--- src/design/sbcm_defs.svh ---
// Constants of the operating-mode sequencer: timing, SPI frame layout, mode codes.
// Assumes a 100 MHz system clock.
`ifndef SBCM_DEFS_SVH
`define SBCM_DEFS_SVH

// ----------------------------------------
// Timing
// ----------------------------------------
`define SBCM_CLK_MHZ 100
`define SBCM_T_RD_US 10
`define SBCM_T_LW_US 200000

// ----------------------------------------
// SPI frame
// ----------------------------------------
`define SBCM_FRAME_BITS 5'h10
`define SBCM_BIT_WR 15
`define SBCM_ADDR_HI 14
`define SBCM_ADDR_LO 8
`define SBCM_MODE_HI 7
`define SBCM_MODE_LO 6
`define SBCM_MSC_ADDR 7'h01

// ----------------------------------------
// Mode field codes
// ----------------------------------------
`define SBCM_MODE_NORMAL 2'h0
`define SBCM_MODE_SLEEP 2'h1
`define SBCM_MODE_STOP 2'h2
`define SBCM_MODE_SRST 2'h3

// ----------------------------------------
// Synchroniser bit positions
// ----------------------------------------
`define SBCM_SYNC_W 11
`define SBCM_S_SCLK 0
`define SBCM_S_CS 1
`define SBCM_S_MOSI 2
`define SBCM_S_INT 3
`define SBCM_S_TEST 4
`define SBCM_S_WK_LO 5
`define SBCM_S_WK_HI 10

`endif

--- src/design/sbcm_pkg.sv ---
// Types shared by the operating-mode sequencer.
// Assumes nothing beyond a SystemVerilog elaborator.
package sbcm_pkg;

	typedef enum logic [5:0] {
		ST_INIT = 6'h01,
		ST_NORMAL = 6'h02,
		ST_STOP = 6'h04,
		ST_SLEEP = 6'h08,
		ST_RESTART = 6'h10,
		ST_FAILSAFE = 6'h20
	} sbcm_state_t;

endpackage : sbcm_pkg

--- src/design/sbcm_sync.sv ---
// Two-flip-flop synchroniser for a group of asynchronous pins.
// Assumes the pins are quasi-static relative to clk.
`timescale 1ns/1ns
module sbcm_sync #(
	parameter int W = 1
) (
	input wire logic clk,
	input wire logic arst_n,
	input wire logic [W-1:0] din,
	output logic [W-1:0] dout
);

	logic [W-1:0] meta_r;

	always_ff @(posedge clk or negedge arst_n) begin
		if (!arst_n) begin
			meta_r <= '0;
			dout <= '0;
		end else begin
			meta_r <= din;
			dout <= meta_r;
		end
	end

endmodule : sbcm_sync

--- src/design/sbcm_mode_fsm.sv ---
// Operating-mode sequencer of a system basis chip with its 16-bit SPI port.
// Assumes a 100 MHz clock, arst_n as power-on reset, failure inputs from same-clock logic.
//
// Overview of operation
// Exactly six modes: Init, Normal, Stop, Sleep, Restart, Fail-Safe
// Init at power-up and after soft reset
// Stop keeps main regulator on
// Sleep switches main regulator off
// Wake or failure enters Restart, reset held
// Restart exits to Normal after reset delay
// Critical failure enters Fail-Safe, regulator off
// Fail-Safe held until wake or overtemperature gone
// Development mode freezes watchdog counter
// Development mode still reaches all six modes
// Test pin low in Init selects Development
// Control and status through 16-bit SPI frames
// Mode field write selects the operating mode
// Mode field cleared when passing through Restart
// Power-on threshold crossing starts in Init
// Init starts watchdog long open window
// Interrupt pin level stores failure reaction
// Test pin level stores Development mode
// Any SPI command in Init gives Normal
// Missed trigger in long window enters Restart
// Wake events in Init are discarded
// Configuration latched at reset output rising edge
// Each selectable mode has a distinct code
`timescale 1ns/1ns
`include "sbcm_defs.svh"
module sbcm_mode_fsm #(
	parameter int unsigned LW_CYC = `SBCM_T_LW_US * `SBCM_CLK_MHZ
) (
	input wire logic clk,
	input wire logic arst_n,
	input wire logic spi_sclk,
	input wire logic spi_cs_n,
	input wire logic spi_mosi,
	output logic spi_miso,
	output logic spi_miso_oe,
	input wire logic int_pin_in,
	output logic int_pd_en,
	input wire logic fail_output3_test_pin,
	input wire logic can_wake,
	input wire logic [1:0] lin_bus_inputs,
	input wire logic [2:0] wake_inputs,
	input wire logic wd_trigger,
	input wire logic wd_fail,
	input wire logic main_regulator_output_uv,
	input wire logic main_regulator_output_ov,
	input wire logic ov_rst_en,
	input wire logic overtemp,
	output logic main_regulator_output,
	output logic reset_output_pin,
	output logic wd_freeze,
	output logic cfgp,
	output logic dev_mode,
	output logic [1:0] mode_field,
	output sbcm_pkg::sbcm_state_t mode_state
);
	localparam int unsigned RD_CYC = `SBCM_T_RD_US * `SBCM_CLK_MHZ;
	// ----------------------------------------
	// Pin synchronisation
	// ----------------------------------------
	logic [`SBCM_SYNC_W-1:0] s;
	logic [`SBCM_SYNC_W-1:0] s_d_r;
	sbcm_sync #(.W(`SBCM_SYNC_W)) u_sync (
		.clk(clk),
		.arst_n(arst_n),
		.din({wake_inputs, lin_bus_inputs, can_wake, fail_output3_test_pin, int_pin_in, spi_mosi, spi_cs_n, spi_sclk}),
		.dout(s)
	);
	always_ff @(posedge clk or negedge arst_n) begin
		if (!arst_n) begin
			s_d_r <= '0;
		end else begin
			s_d_r <= s;
		end
	end
	logic sclk_rise;
	logic sclk_fall;
	logic cs_fall;
	logic cs_rise;
	logic wake_any;
	assign sclk_rise = s[`SBCM_S_SCLK] & ~s_d_r[`SBCM_S_SCLK];
	assign sclk_fall = ~s[`SBCM_S_SCLK] & s_d_r[`SBCM_S_SCLK];
	assign cs_fall = ~s[`SBCM_S_CS] & s_d_r[`SBCM_S_CS];
	assign cs_rise = s[`SBCM_S_CS] & ~s_d_r[`SBCM_S_CS];
	assign wake_any = |(s[`SBCM_S_WK_HI:`SBCM_S_WK_LO] & ~s_d_r[`SBCM_S_WK_HI:`SBCM_S_WK_LO]);

	// ----------------------------------------
	// SPI slave
	// ----------------------------------------
	sbcm_pkg::sbcm_state_t st_r;
	sbcm_pkg::sbcm_state_t st_nxt;
	logic [15:0] sh_in_r;
	logic [15:0] sh_out_r;
	logic [4:0] bit_cnt_r;
	logic [1:0] mode_field_r;
	logic cfgp_r;
	logic dev_r;
	logic miso_oe_r;
	always_ff @(posedge clk or negedge arst_n) begin
		if (!arst_n) begin
			sh_in_r <= 16'h0000;
			bit_cnt_r <= 5'h00;
		end else if (cs_fall) begin
			bit_cnt_r <= 5'h00;
		end else if (sclk_rise && !s[`SBCM_S_CS]) begin
			sh_in_r <= {sh_in_r[14:0], s[`SBCM_S_MOSI]};
			if (bit_cnt_r != 5'h1f) begin
				bit_cnt_r <= bit_cnt_r + 5'h01;
			end
		end
	end
	always_ff @(posedge clk or negedge arst_n) begin
		if (!arst_n) begin
			sh_out_r <= 16'h0000;
		end else if (cs_fall) begin
			sh_out_r <= {1'h0, cfgp_r, dev_r, 5'h00, mode_field_r, 6'h00};
		end else if (sclk_fall && !s[`SBCM_S_CS]) begin
			sh_out_r <= {sh_out_r[14:0], 1'h0};
		end
	end
	always_ff @(posedge clk or negedge arst_n) begin
		if (!arst_n) begin
			miso_oe_r <= 1'h0;
		end else begin
			miso_oe_r <= ~s[`SBCM_S_CS];
		end
	end
	assign spi_miso = sh_out_r[15];
	assign spi_miso_oe = miso_oe_r;
	logic frame_end;
	logic mode_wr;
	logic [1:0] mode_code;
	assign frame_end = cs_rise && (bit_cnt_r != 5'h00);
	assign mode_code = sh_in_r[`SBCM_MODE_HI:`SBCM_MODE_LO];
	assign mode_wr = cs_rise && (bit_cnt_r == `SBCM_FRAME_BITS) && sh_in_r[`SBCM_BIT_WR]
		&& (sh_in_r[`SBCM_ADDR_HI:`SBCM_ADDR_LO] == `SBCM_MSC_ADDR);

	// ----------------------------------------
	// Reset delay and reset output
	// ----------------------------------------
	logic ro_r;
	logic [31:0] rd_cnt_r;
	logic rd_run;
	logic rd_exp;
	logic cfg_done_r;
	assign rd_run = ((st_r == sbcm_pkg::ST_RESTART) || ((st_r == sbcm_pkg::ST_INIT) && !ro_r)) && !main_regulator_output_uv;
	assign rd_exp = rd_run && (rd_cnt_r == RD_CYC - 1);
	always_ff @(posedge clk or negedge arst_n) begin
		if (!arst_n) begin
			rd_cnt_r <= '0;
		end else if (!rd_run || rd_exp || (st_nxt != st_r)) begin
			rd_cnt_r <= '0;
		end else begin
			rd_cnt_r <= rd_cnt_r + 32'h0000_0001;
		end
	end
	always_ff @(posedge clk or negedge arst_n) begin
		if (!arst_n) begin
			ro_r <= 1'h0;
		end else if (st_nxt == sbcm_pkg::ST_RESTART) begin
			ro_r <= 1'h0;
		end else if (rd_exp) begin
			ro_r <= 1'h1;
		end
	end
	// Configuration captured once per power-up
	always_ff @(posedge clk or negedge arst_n) begin
		if (!arst_n) begin
			cfgp_r <= 1'h0;
			dev_r <= 1'h0;
			cfg_done_r <= 1'h0;
		end else if (rd_exp && !cfg_done_r) begin
			cfgp_r <= s[`SBCM_S_INT];
			dev_r <= ~s[`SBCM_S_TEST];
			cfg_done_r <= 1'h1;
		end
	end

	// ----------------------------------------
	// Long open window
	// ----------------------------------------
	logic [31:0] lw_cnt_r;
	logic lw_trig_r;
	logic lw_run;
	logic lw_exp;
	assign lw_run = (st_r == sbcm_pkg::ST_INIT) && ro_r && !lw_trig_r && !dev_r;
	assign lw_exp = lw_run && (lw_cnt_r == LW_CYC - 1);
	always_ff @(posedge clk or negedge arst_n) begin
		if (!arst_n) begin
			lw_trig_r <= 1'h0;
		end else if (st_r != sbcm_pkg::ST_INIT) begin
			lw_trig_r <= 1'h0;
		end else if (wd_trigger && ro_r) begin
			lw_trig_r <= 1'h1;
		end
	end
	always_ff @(posedge clk or negedge arst_n) begin
		if (!arst_n) begin
			lw_cnt_r <= '0;
		end else if ((st_r != sbcm_pkg::ST_INIT) || !ro_r) begin
			lw_cnt_r <= '0;
		end else if (lw_run) begin
			lw_cnt_r <= lw_cnt_r + 32'h0000_0001;
		end
	end

	// ----------------------------------------
	// Mode state machine
	// ----------------------------------------
	logic wd_evt;
	logic ov_evt;
	logic fail_rst;
	logic fail_fs;
	logic ot_d_r;
	logic ot_fall;
	assign wd_evt = wd_fail && !dev_r;
	assign ov_evt = main_regulator_output_ov && ov_rst_en;
	assign fail_rst = main_regulator_output_uv || ((wd_evt || ov_evt) && cfgp_r);
	assign fail_fs = (wd_evt || ov_evt) && !cfgp_r;
	assign ot_fall = ot_d_r && !overtemp;
	always_ff @(posedge clk or negedge arst_n) begin
		if (!arst_n) begin
			ot_d_r <= 1'h0;
		end else begin
			ot_d_r <= overtemp;
		end
	end
	// Failures take priority over software requests
	always_comb begin
		st_nxt = st_r;
		case (st_r)
			sbcm_pkg::ST_INIT: begin
				if (!ro_r) begin
					st_nxt = sbcm_pkg::ST_INIT;
				end else if (lw_exp || fail_rst) begin
					st_nxt = sbcm_pkg::ST_RESTART;
				end else if (fail_fs) begin
					st_nxt = sbcm_pkg::ST_FAILSAFE;
				end else if (frame_end) begin
					st_nxt = sbcm_pkg::ST_NORMAL;
				end
			end
			sbcm_pkg::ST_NORMAL, sbcm_pkg::ST_STOP: begin
				if (fail_rst) begin
					st_nxt = sbcm_pkg::ST_RESTART;
				end else if (fail_fs) begin
					st_nxt = sbcm_pkg::ST_FAILSAFE;
				end else if (mode_wr) begin
					case (mode_code)
						`SBCM_MODE_NORMAL: st_nxt = sbcm_pkg::ST_NORMAL;
						`SBCM_MODE_SLEEP: st_nxt = sbcm_pkg::ST_SLEEP;
						`SBCM_MODE_STOP: st_nxt = sbcm_pkg::ST_STOP;
						default: st_nxt = sbcm_pkg::ST_INIT;
					endcase
				end
			end
			sbcm_pkg::ST_SLEEP: begin
				if (wake_any) begin
					st_nxt = sbcm_pkg::ST_RESTART;
				end
			end
			sbcm_pkg::ST_RESTART: begin
				if (rd_exp) begin
					st_nxt = sbcm_pkg::ST_NORMAL;
				end
			end
			sbcm_pkg::ST_FAILSAFE: begin
				if (wake_any || ot_fall) begin
					st_nxt = sbcm_pkg::ST_RESTART;
				end
			end
			default: st_nxt = sbcm_pkg::ST_INIT;
		endcase
	end

	always_ff @(posedge clk or negedge arst_n) begin
		if (!arst_n) begin
			st_r <= sbcm_pkg::ST_INIT;
		end else begin
			st_r <= st_nxt;
		end
	end

	// ----------------------------------------
	// Mode field
	// ----------------------------------------
	always_ff @(posedge clk or negedge arst_n) begin
		if (!arst_n) begin
			mode_field_r <= `SBCM_MODE_NORMAL;
		end else if ((st_nxt == sbcm_pkg::ST_RESTART) && (st_r != sbcm_pkg::ST_RESTART)) begin
			mode_field_r <= `SBCM_MODE_NORMAL;
		end else if (mode_wr && ((st_r == sbcm_pkg::ST_NORMAL) || (st_r == sbcm_pkg::ST_STOP))) begin
			mode_field_r <= mode_code;
		end
	end

	// ----------------------------------------
	// Regulator and outputs
	// ----------------------------------------
	logic reg_en_r;
	always_ff @(posedge clk or negedge arst_n) begin
		if (!arst_n) begin
			reg_en_r <= 1'h1;
		end else begin
			reg_en_r <= (st_nxt != sbcm_pkg::ST_SLEEP) && (st_nxt != sbcm_pkg::ST_FAILSAFE);
		end
	end

	assign main_regulator_output = reg_en_r;
	assign reset_output_pin = ro_r;
	assign int_pd_en = ~ro_r;
	assign wd_freeze = dev_r;
	assign cfgp = cfgp_r;
	assign dev_mode = dev_r;
	assign mode_field = mode_field_r;
	assign mode_state = st_r;
endmodule : sbcm_mode_fsm

--- config.mk ---
export PLATFORM = sky130hd
export DESIGN_NAME = sbcm_mode_fsm
export DESIGN_NICKNAME = d
export VERILOG_FILES = /design/src/design/sbcm_pkg.sv /design/src/design/sbcm_sync.sv /design/src/design/sbcm_mode_fsm.sv
export VERILOG_INCLUDE_DIRS = /design/src /design/src/design
export SDC_FILE = /design/constraint.sdc
export NUM_CORES = 1
export LEC_CHECK = 0
export ABC_AREA = 1
export BUFFER_PORTS_ARGS = -buffer_cell sky130_fd_sc_hd__buf_2
export CELL_PAD_IN_SITES_DETAIL_PLACEMENT = 0
export CELL_PAD_IN_SITES_GLOBAL_PLACEMENT = 1
export CORE_MARGIN = 5
export CORE_UTILIZATION = 45
export DETAILED_ROUTE_END_ITERATION = 16
export PLACE_DENSITY = 0.82
export REMOVE_ABC_BUFFERS = 1
export SETUP_SLACK_MARGIN = 0.5
export SYNTH_ARGS = -nofsm -noshare
export SYNTH_HDL_FRONTEND = slang
export SYNTH_HIERARCHICAL = 1
export SYNTH_SLANG_ARGS = --single-unit
--- constraint.sdc ---
create_clock -name clk -period 2.55 [get_ports clk]
set_input_delay 0.51 -clock clk [delete_from_list [all_inputs] [get_ports clk]]
set_output_delay 0.51 -clock clk [all_outputs]
set_load 0.1 [all_outputs]
# == After elaboration in Yosys (flattened, before gate mapping) ==
# Cells that the tools add are included.
# totals
register_bits,150
word_cells,133
# classes
addsub,3
eq_ne,19
mux,26
bitwise,13
reduce_logical,54
# ops
operator,n
32-bit two-way mux,3
"32-bit by 1-bit adder with 32-bit output, second input constant",2
6-bit two-way mux,10
"32-bit by 10-bit == test with 1-bit output, second input constant",1
"32-bit by 25-bit == test with 1-bit output, second input constant",1
16-bit two-way mux,2
6-bit one-hot mux with 5 select lines,1
1-bit logical AND,23
5-bit two-way mux,3
2-bit nonzero test,7
"6-bit by 5-bit == test with 1-bit output, second input constant",2
4-bit one-hot mux with 3 select lines,1
1-bit logical NOT,9
1-bit logical OR,9
"7-bit by 1-bit == test with 1-bit output, second input constant",1
1-bit inverter,7
6-bit AND,1
"6-bit by 1-bit == test with 1-bit output, second input constant",1
"6-bit by 2-bit == test with 1-bit output, second input constant",1
"6-bit by 3-bit == test with 1-bit output, second input constant",1
"6-bit by 4-bit == test with 1-bit output, second input constant",1
"6-bit == test, second input constant",1
"6-bit by 1-bit != test with 1-bit output, second input constant",1
"6-bit by 4-bit != test with 1-bit output, second input constant",1
other kinds (17),25

# == Logic depth before layout (Yosys ltp) ==
# logic_depth
word_depth,12
ltp_mapped,12
depth_no_buf,12

# == By module ==
# Netlist, hierarchy kept.
# modules_own_cells
module,instances,cells_per_inst,area_per_inst_um2,seq_area_each_um2
sbcm_mode_fsm,1,876,6571.3,2980.4
sbcm_sync,1,22,550.5,550.5

# == Worst setup path before layout ==
# OpenSTA, ideal clock, no wires.
# synth_timing
path_type,register to register
start,"register ro_r, in the netlist reset_output_pin"
end,register cfg_done_r
arrival_time_ps,2509
setup_slack_ps,-87
stages_incl_launch_ff,7
path_cell_list,dfrtp_1 inv_1 nand4_1 a21oi_2 nand2_1 inv_1 or2_2
# synth_via
elab_chain_len,6
# synth_lines
element,line,rtl
start: declaration,sbcm_mode_fsm.sv:144,logic ro_r;
start signal: assignment,sbcm_mode_fsm.sv:162,ro_r <= 1'h0;
start signal: assignment,sbcm_mode_fsm.sv:164,ro_r <= 1'h0;
start signal: assignment,sbcm_mode_fsm.sv:166,ro_r <= 1'h1;
1-bit logical NOT,-,
1-bit logical AND,sbcm_mode_fsm.sv:149,assign rd_run = ((st_r == sbcm_pkg::ST_RESTART) || ((st_r == sbcm_pkg::ST_INIT) && !ro_r)) && !main_regulator_ ...
1-bit logical OR,sbcm_mode_fsm.sv:149,
1-bit logical AND,sbcm_mode_fsm.sv:149,
1-bit logical AND,sbcm_mode_fsm.sv:150,assign rd_exp = rd_run && (rd_cnt_r == RD_CYC - 1);
1-bit logical AND,sbcm_mode_fsm.sv:175,end else if (rd_exp && !cfg_done_r) begin
end signal: assignment,sbcm_mode_fsm.sv:174,cfg_done_r <= 1'h0;
end signal: assignment,sbcm_mode_fsm.sv:178,cfg_done_r <= 1'h1;
end: declaration,sbcm_mode_fsm.sv:148,logic cfg_done_r;
# No other way between the ends.
# A chain may end at the register's enable or synchronous reset.

# == Worst setup path after layout ==
# layout_timing
start,"register st_r[0], in the netlist mode_state[0]"
end,output port mode_state[0]
# layout_rtl
element,line,rtl
start: declaration,sbcm_mode_fsm.sv:93,sbcm_pkg::sbcm_state_t st_r;
start signal: assignment,sbcm_mode_fsm.sv:281,st_r <= sbcm_pkg::ST_INIT;
start signal: assignment,sbcm_mode_fsm.sv:283,st_r <= st_nxt;
end: declaration,sbcm_mode_fsm.sv:58,output sbcm_pkg::sbcm_state_t mode_state
# No word-level cell between the ends.

==> flow_summary.ini <==
[power_and_ir_drop]
p_sw_w = 0.00130
leakagePower_nw = 3.65
power_density_nw_per_um2 = 637
p_seq_share_pct = 45.6
power_w = 0.00524
p_comb_share_pct = 5.4
irDropWorstVdd_uv = 492
internal-power_w = 0.00394
power_switching_share_pct = 24.8
pwr-share-clk_pct = 49.0

[synthesis]
synth-edff-count = 0
syn_inst = 898
syn_area_per_cell_sq_um = 7.93
synth_top_area_share_pct = 48.8
yosysWarnings = 6
synthDistinctLibCells = 45
yosysMostFrequentCell = nand2_1
syn-cell-area_sq_um = 7120
yosysTopAreaCell = dfrtp_1
ys_ff_latch = 141
ys_top_cells_by_count = nand2_1, dfrtp_1, nor2_1
synth-async-reset-ratio_pct = 100
ys_seq_area_share_pct = 49.6
synthTopCellsByArea = dfrtp_1, nand2_1, nor2_1, inv_1, nand3_1
ys.flop_type = dfrtp_1

[worst_hold_path]
min-delay-path-class = input pin to async pin

[routing]
top_layer = met4
dr_wl_met3_um = 593
wl_um = 17000
dr.pass1.iters = 5
met2_length_um = 7950
num_vias = 6013
drc = 0
drtAntennaViolNets = 0
wl_per_cell_um = 14.5
wirelength_met1_um = 8180
drt_iter0_drc = 374
viasPerCell = 5.11

[grt]
first_global_vias = 5617
antenna_found_initial = 0
overflow = 0
grt_max_degree = 58
grt_pass1_wl_um = 28000
grt_use_total_pct = 19.4

[final_layout]
syn2layout_area_growth_pct = 15.4
diodes = 0
nNetsFinal = 972
layout-drive-gt1-share_pct = 11.7
fill_cells = 1509

[timing]
worst_pin_slew_ns = 0.594
slew_violations = 0
period_needed_ns = 1.92
fin_skew_ns = 0.0151
finalSetupViolCount = 0
setup_tns_ns = 0
max_freq_ghz = 0.522
min_period_over_period_pct = 75.2
max_slew_margin_pct = 60.1
hold_viol = 0
rsz0062_at_grt = no

[placement]
place.gp.congestion = 0.894
dp_hpwl_um = 12600
port_buffers = 34

[outcome]
status = completed

[setup_path]
critPathBufInv = 1
crit_chain = buf_2
cp_max_fo = 3
critPathLaunch = mode_state[0]
endpoint_kind = output port
arrival_ns = 1.41
r2r-end = reset_output_pin
crit_path_start_kind = register
critPathMaxStageDelay_ns = 0.55
r2r_start = lw_cnt_r[0]
critical-path-top-delay-family = flip-flops
required_ns = 2.04
crit_path_top_delay_cell = dfstp_2
r2r_slack_ns = 0.67
crit_type = register to output port
rr_worst_depth = 10

[floorplanning]
core_sq_um = 15700
dieWidth_um = 136
io-pin-count = 35
dieArea_sq_um = 18400
fp.dieH_um = 136
start_util_pct = 45.3
placementRows = 46

[clock_tree]
cts_buffers = 17
cts_root_buf = clkbuf_16
htree_levels = 4
post-cts-setup-buffers = 0
numClockSinks = 141
cts_tree = built
clock_latency_ns = 0.43
cts_hold_buf = 0
clkTransAtPathRegs_ns = 0.06
cts_buffer_depth = 2

[job]
max-cap-violations = 0
cells in the final DEF, fill, tap and decap left out, types with 5 or more instances in the layout:
cell,n
nand2_1,207
o21ai_0,41
clkbuf_16,17
nand3b_1,5
a21oi_1,17
inv_6,5
nor2_2,6
buf_2,32
dfrtp_1,139
o21ai_1,16
nand3_1,45
mux2_2,6
xor2_1,21
nor3_1,44
nor2_1,133
buf_4,7
inv_1,117
nand4_1,32
kinds of logic after synthesis:
| logic type | synth area share, % |
|---|---|
| DFF | 49.6 |
| AOI/OAI and AO/OA | 7.36 |
| adders and majority gates | 0.878 |
| buffers and inverters | 7.29 |
| muxes | 0.949 |
| and+or+nand+nor | 30.9 |
| xor gates and xnor gates | 3.07 |
state kept, by name (all words and copies together), names as in the netlist:
register,cells
u_sync/meta_r,11
s_d_r,8
ot_d_r,1
lw_trig_r,1
cfgp,1
main_regulator_output,1
sh_in_r,16
rd_cnt_r,32
mode_state,6
reset_output_pin,1
lw_cnt_r,32
cfg_done_r,1
bit_cnt_r,5
mode_field,2
dev_mode,1
u_sync/dout,11
sh_out_r,10
spi_miso_oe,1
power groups by stage:
stage | logic [W] | registers [W] | clock network [W]
6_report | 0.000283 | 0.00239 | 0.00256
4_1_cts | 0.000288 | 0.00239 | 0.00262
3_5_place_dp | 0.000286 | 0.00243 | 0
5_1_grt | 0.000324 | 0.00240 | 0.00272
2_1_floorplan | 0.000152 | 0.00243 | 0
3_3_place_gp | 0.000282 | 0.00243 | 0
final cells by class:
cell class              count  area, sq um  share of cell area (%)
flip-flops and latches    141         3530                    43.0
multi-input cells         624         3080                    37.5
inverters                 121          454                    5.53
clock buffers              18          439                    5.34
repair buffers             43          275                    3.35
well taps                 216          270                    3.29
clock inverters            14          170                    2.07
routing by layer:
layer / track usage, % / vias to the layer above
li1: - / 3001
met3: 4.35 / 24
met2: 30.8 / 125
met4: 5.94 / 0
met5: 0 / -
met1: 26.6 / 2863
per-stage QoR:
| step | cell area, sq um | instances | hold slack (ns) | setup WS (ns) | util [%] |
|---|---|---|---|---|---|
| 5_1_grt | 8220 | 1177 | 0.0969 | 0.521 | 52.3 |
| 3_5_place_dp | 7600 | 1145 | 0.336 | 0.664 | 48.3 |
| 3_3_place_gp | 7600 | 1145 | 0.331 | 0.707 | 48.3 |
| 6_report | 8220 | 1177 | 0.0628 | 0.633 | 52.3 |
| 2_1_floorplan | 7060 | 886 | 0.214 | -0.796 | - |
| 4_1_cts | 8210 | 1177 | 0.0722 | 0.616 | 52.2 |
worst max path at each step:
stage / endpoint / slack [ns] / depth (start not counted)
after floorplan: lw_cnt_r[22] / -0.80 / 6
after global placement: lw_cnt_r[10] / 0.71 / 10
after detailed placement: lw_cnt_r[10] / 0.66 / 10
after CTS: mode_state[0] / 0.62 / 1
after global routing: lw_cnt_r[10] / 0.52 / 10
final: mode_state[0] / 0.63 / 1
repair_timing:
item | CTS | global route
setup endpoints to repair | 1 | 3
resized for setup | 1 | 3
cloned | 0 | 0
No activity file was read; power rests on OpenSTA's default activity.
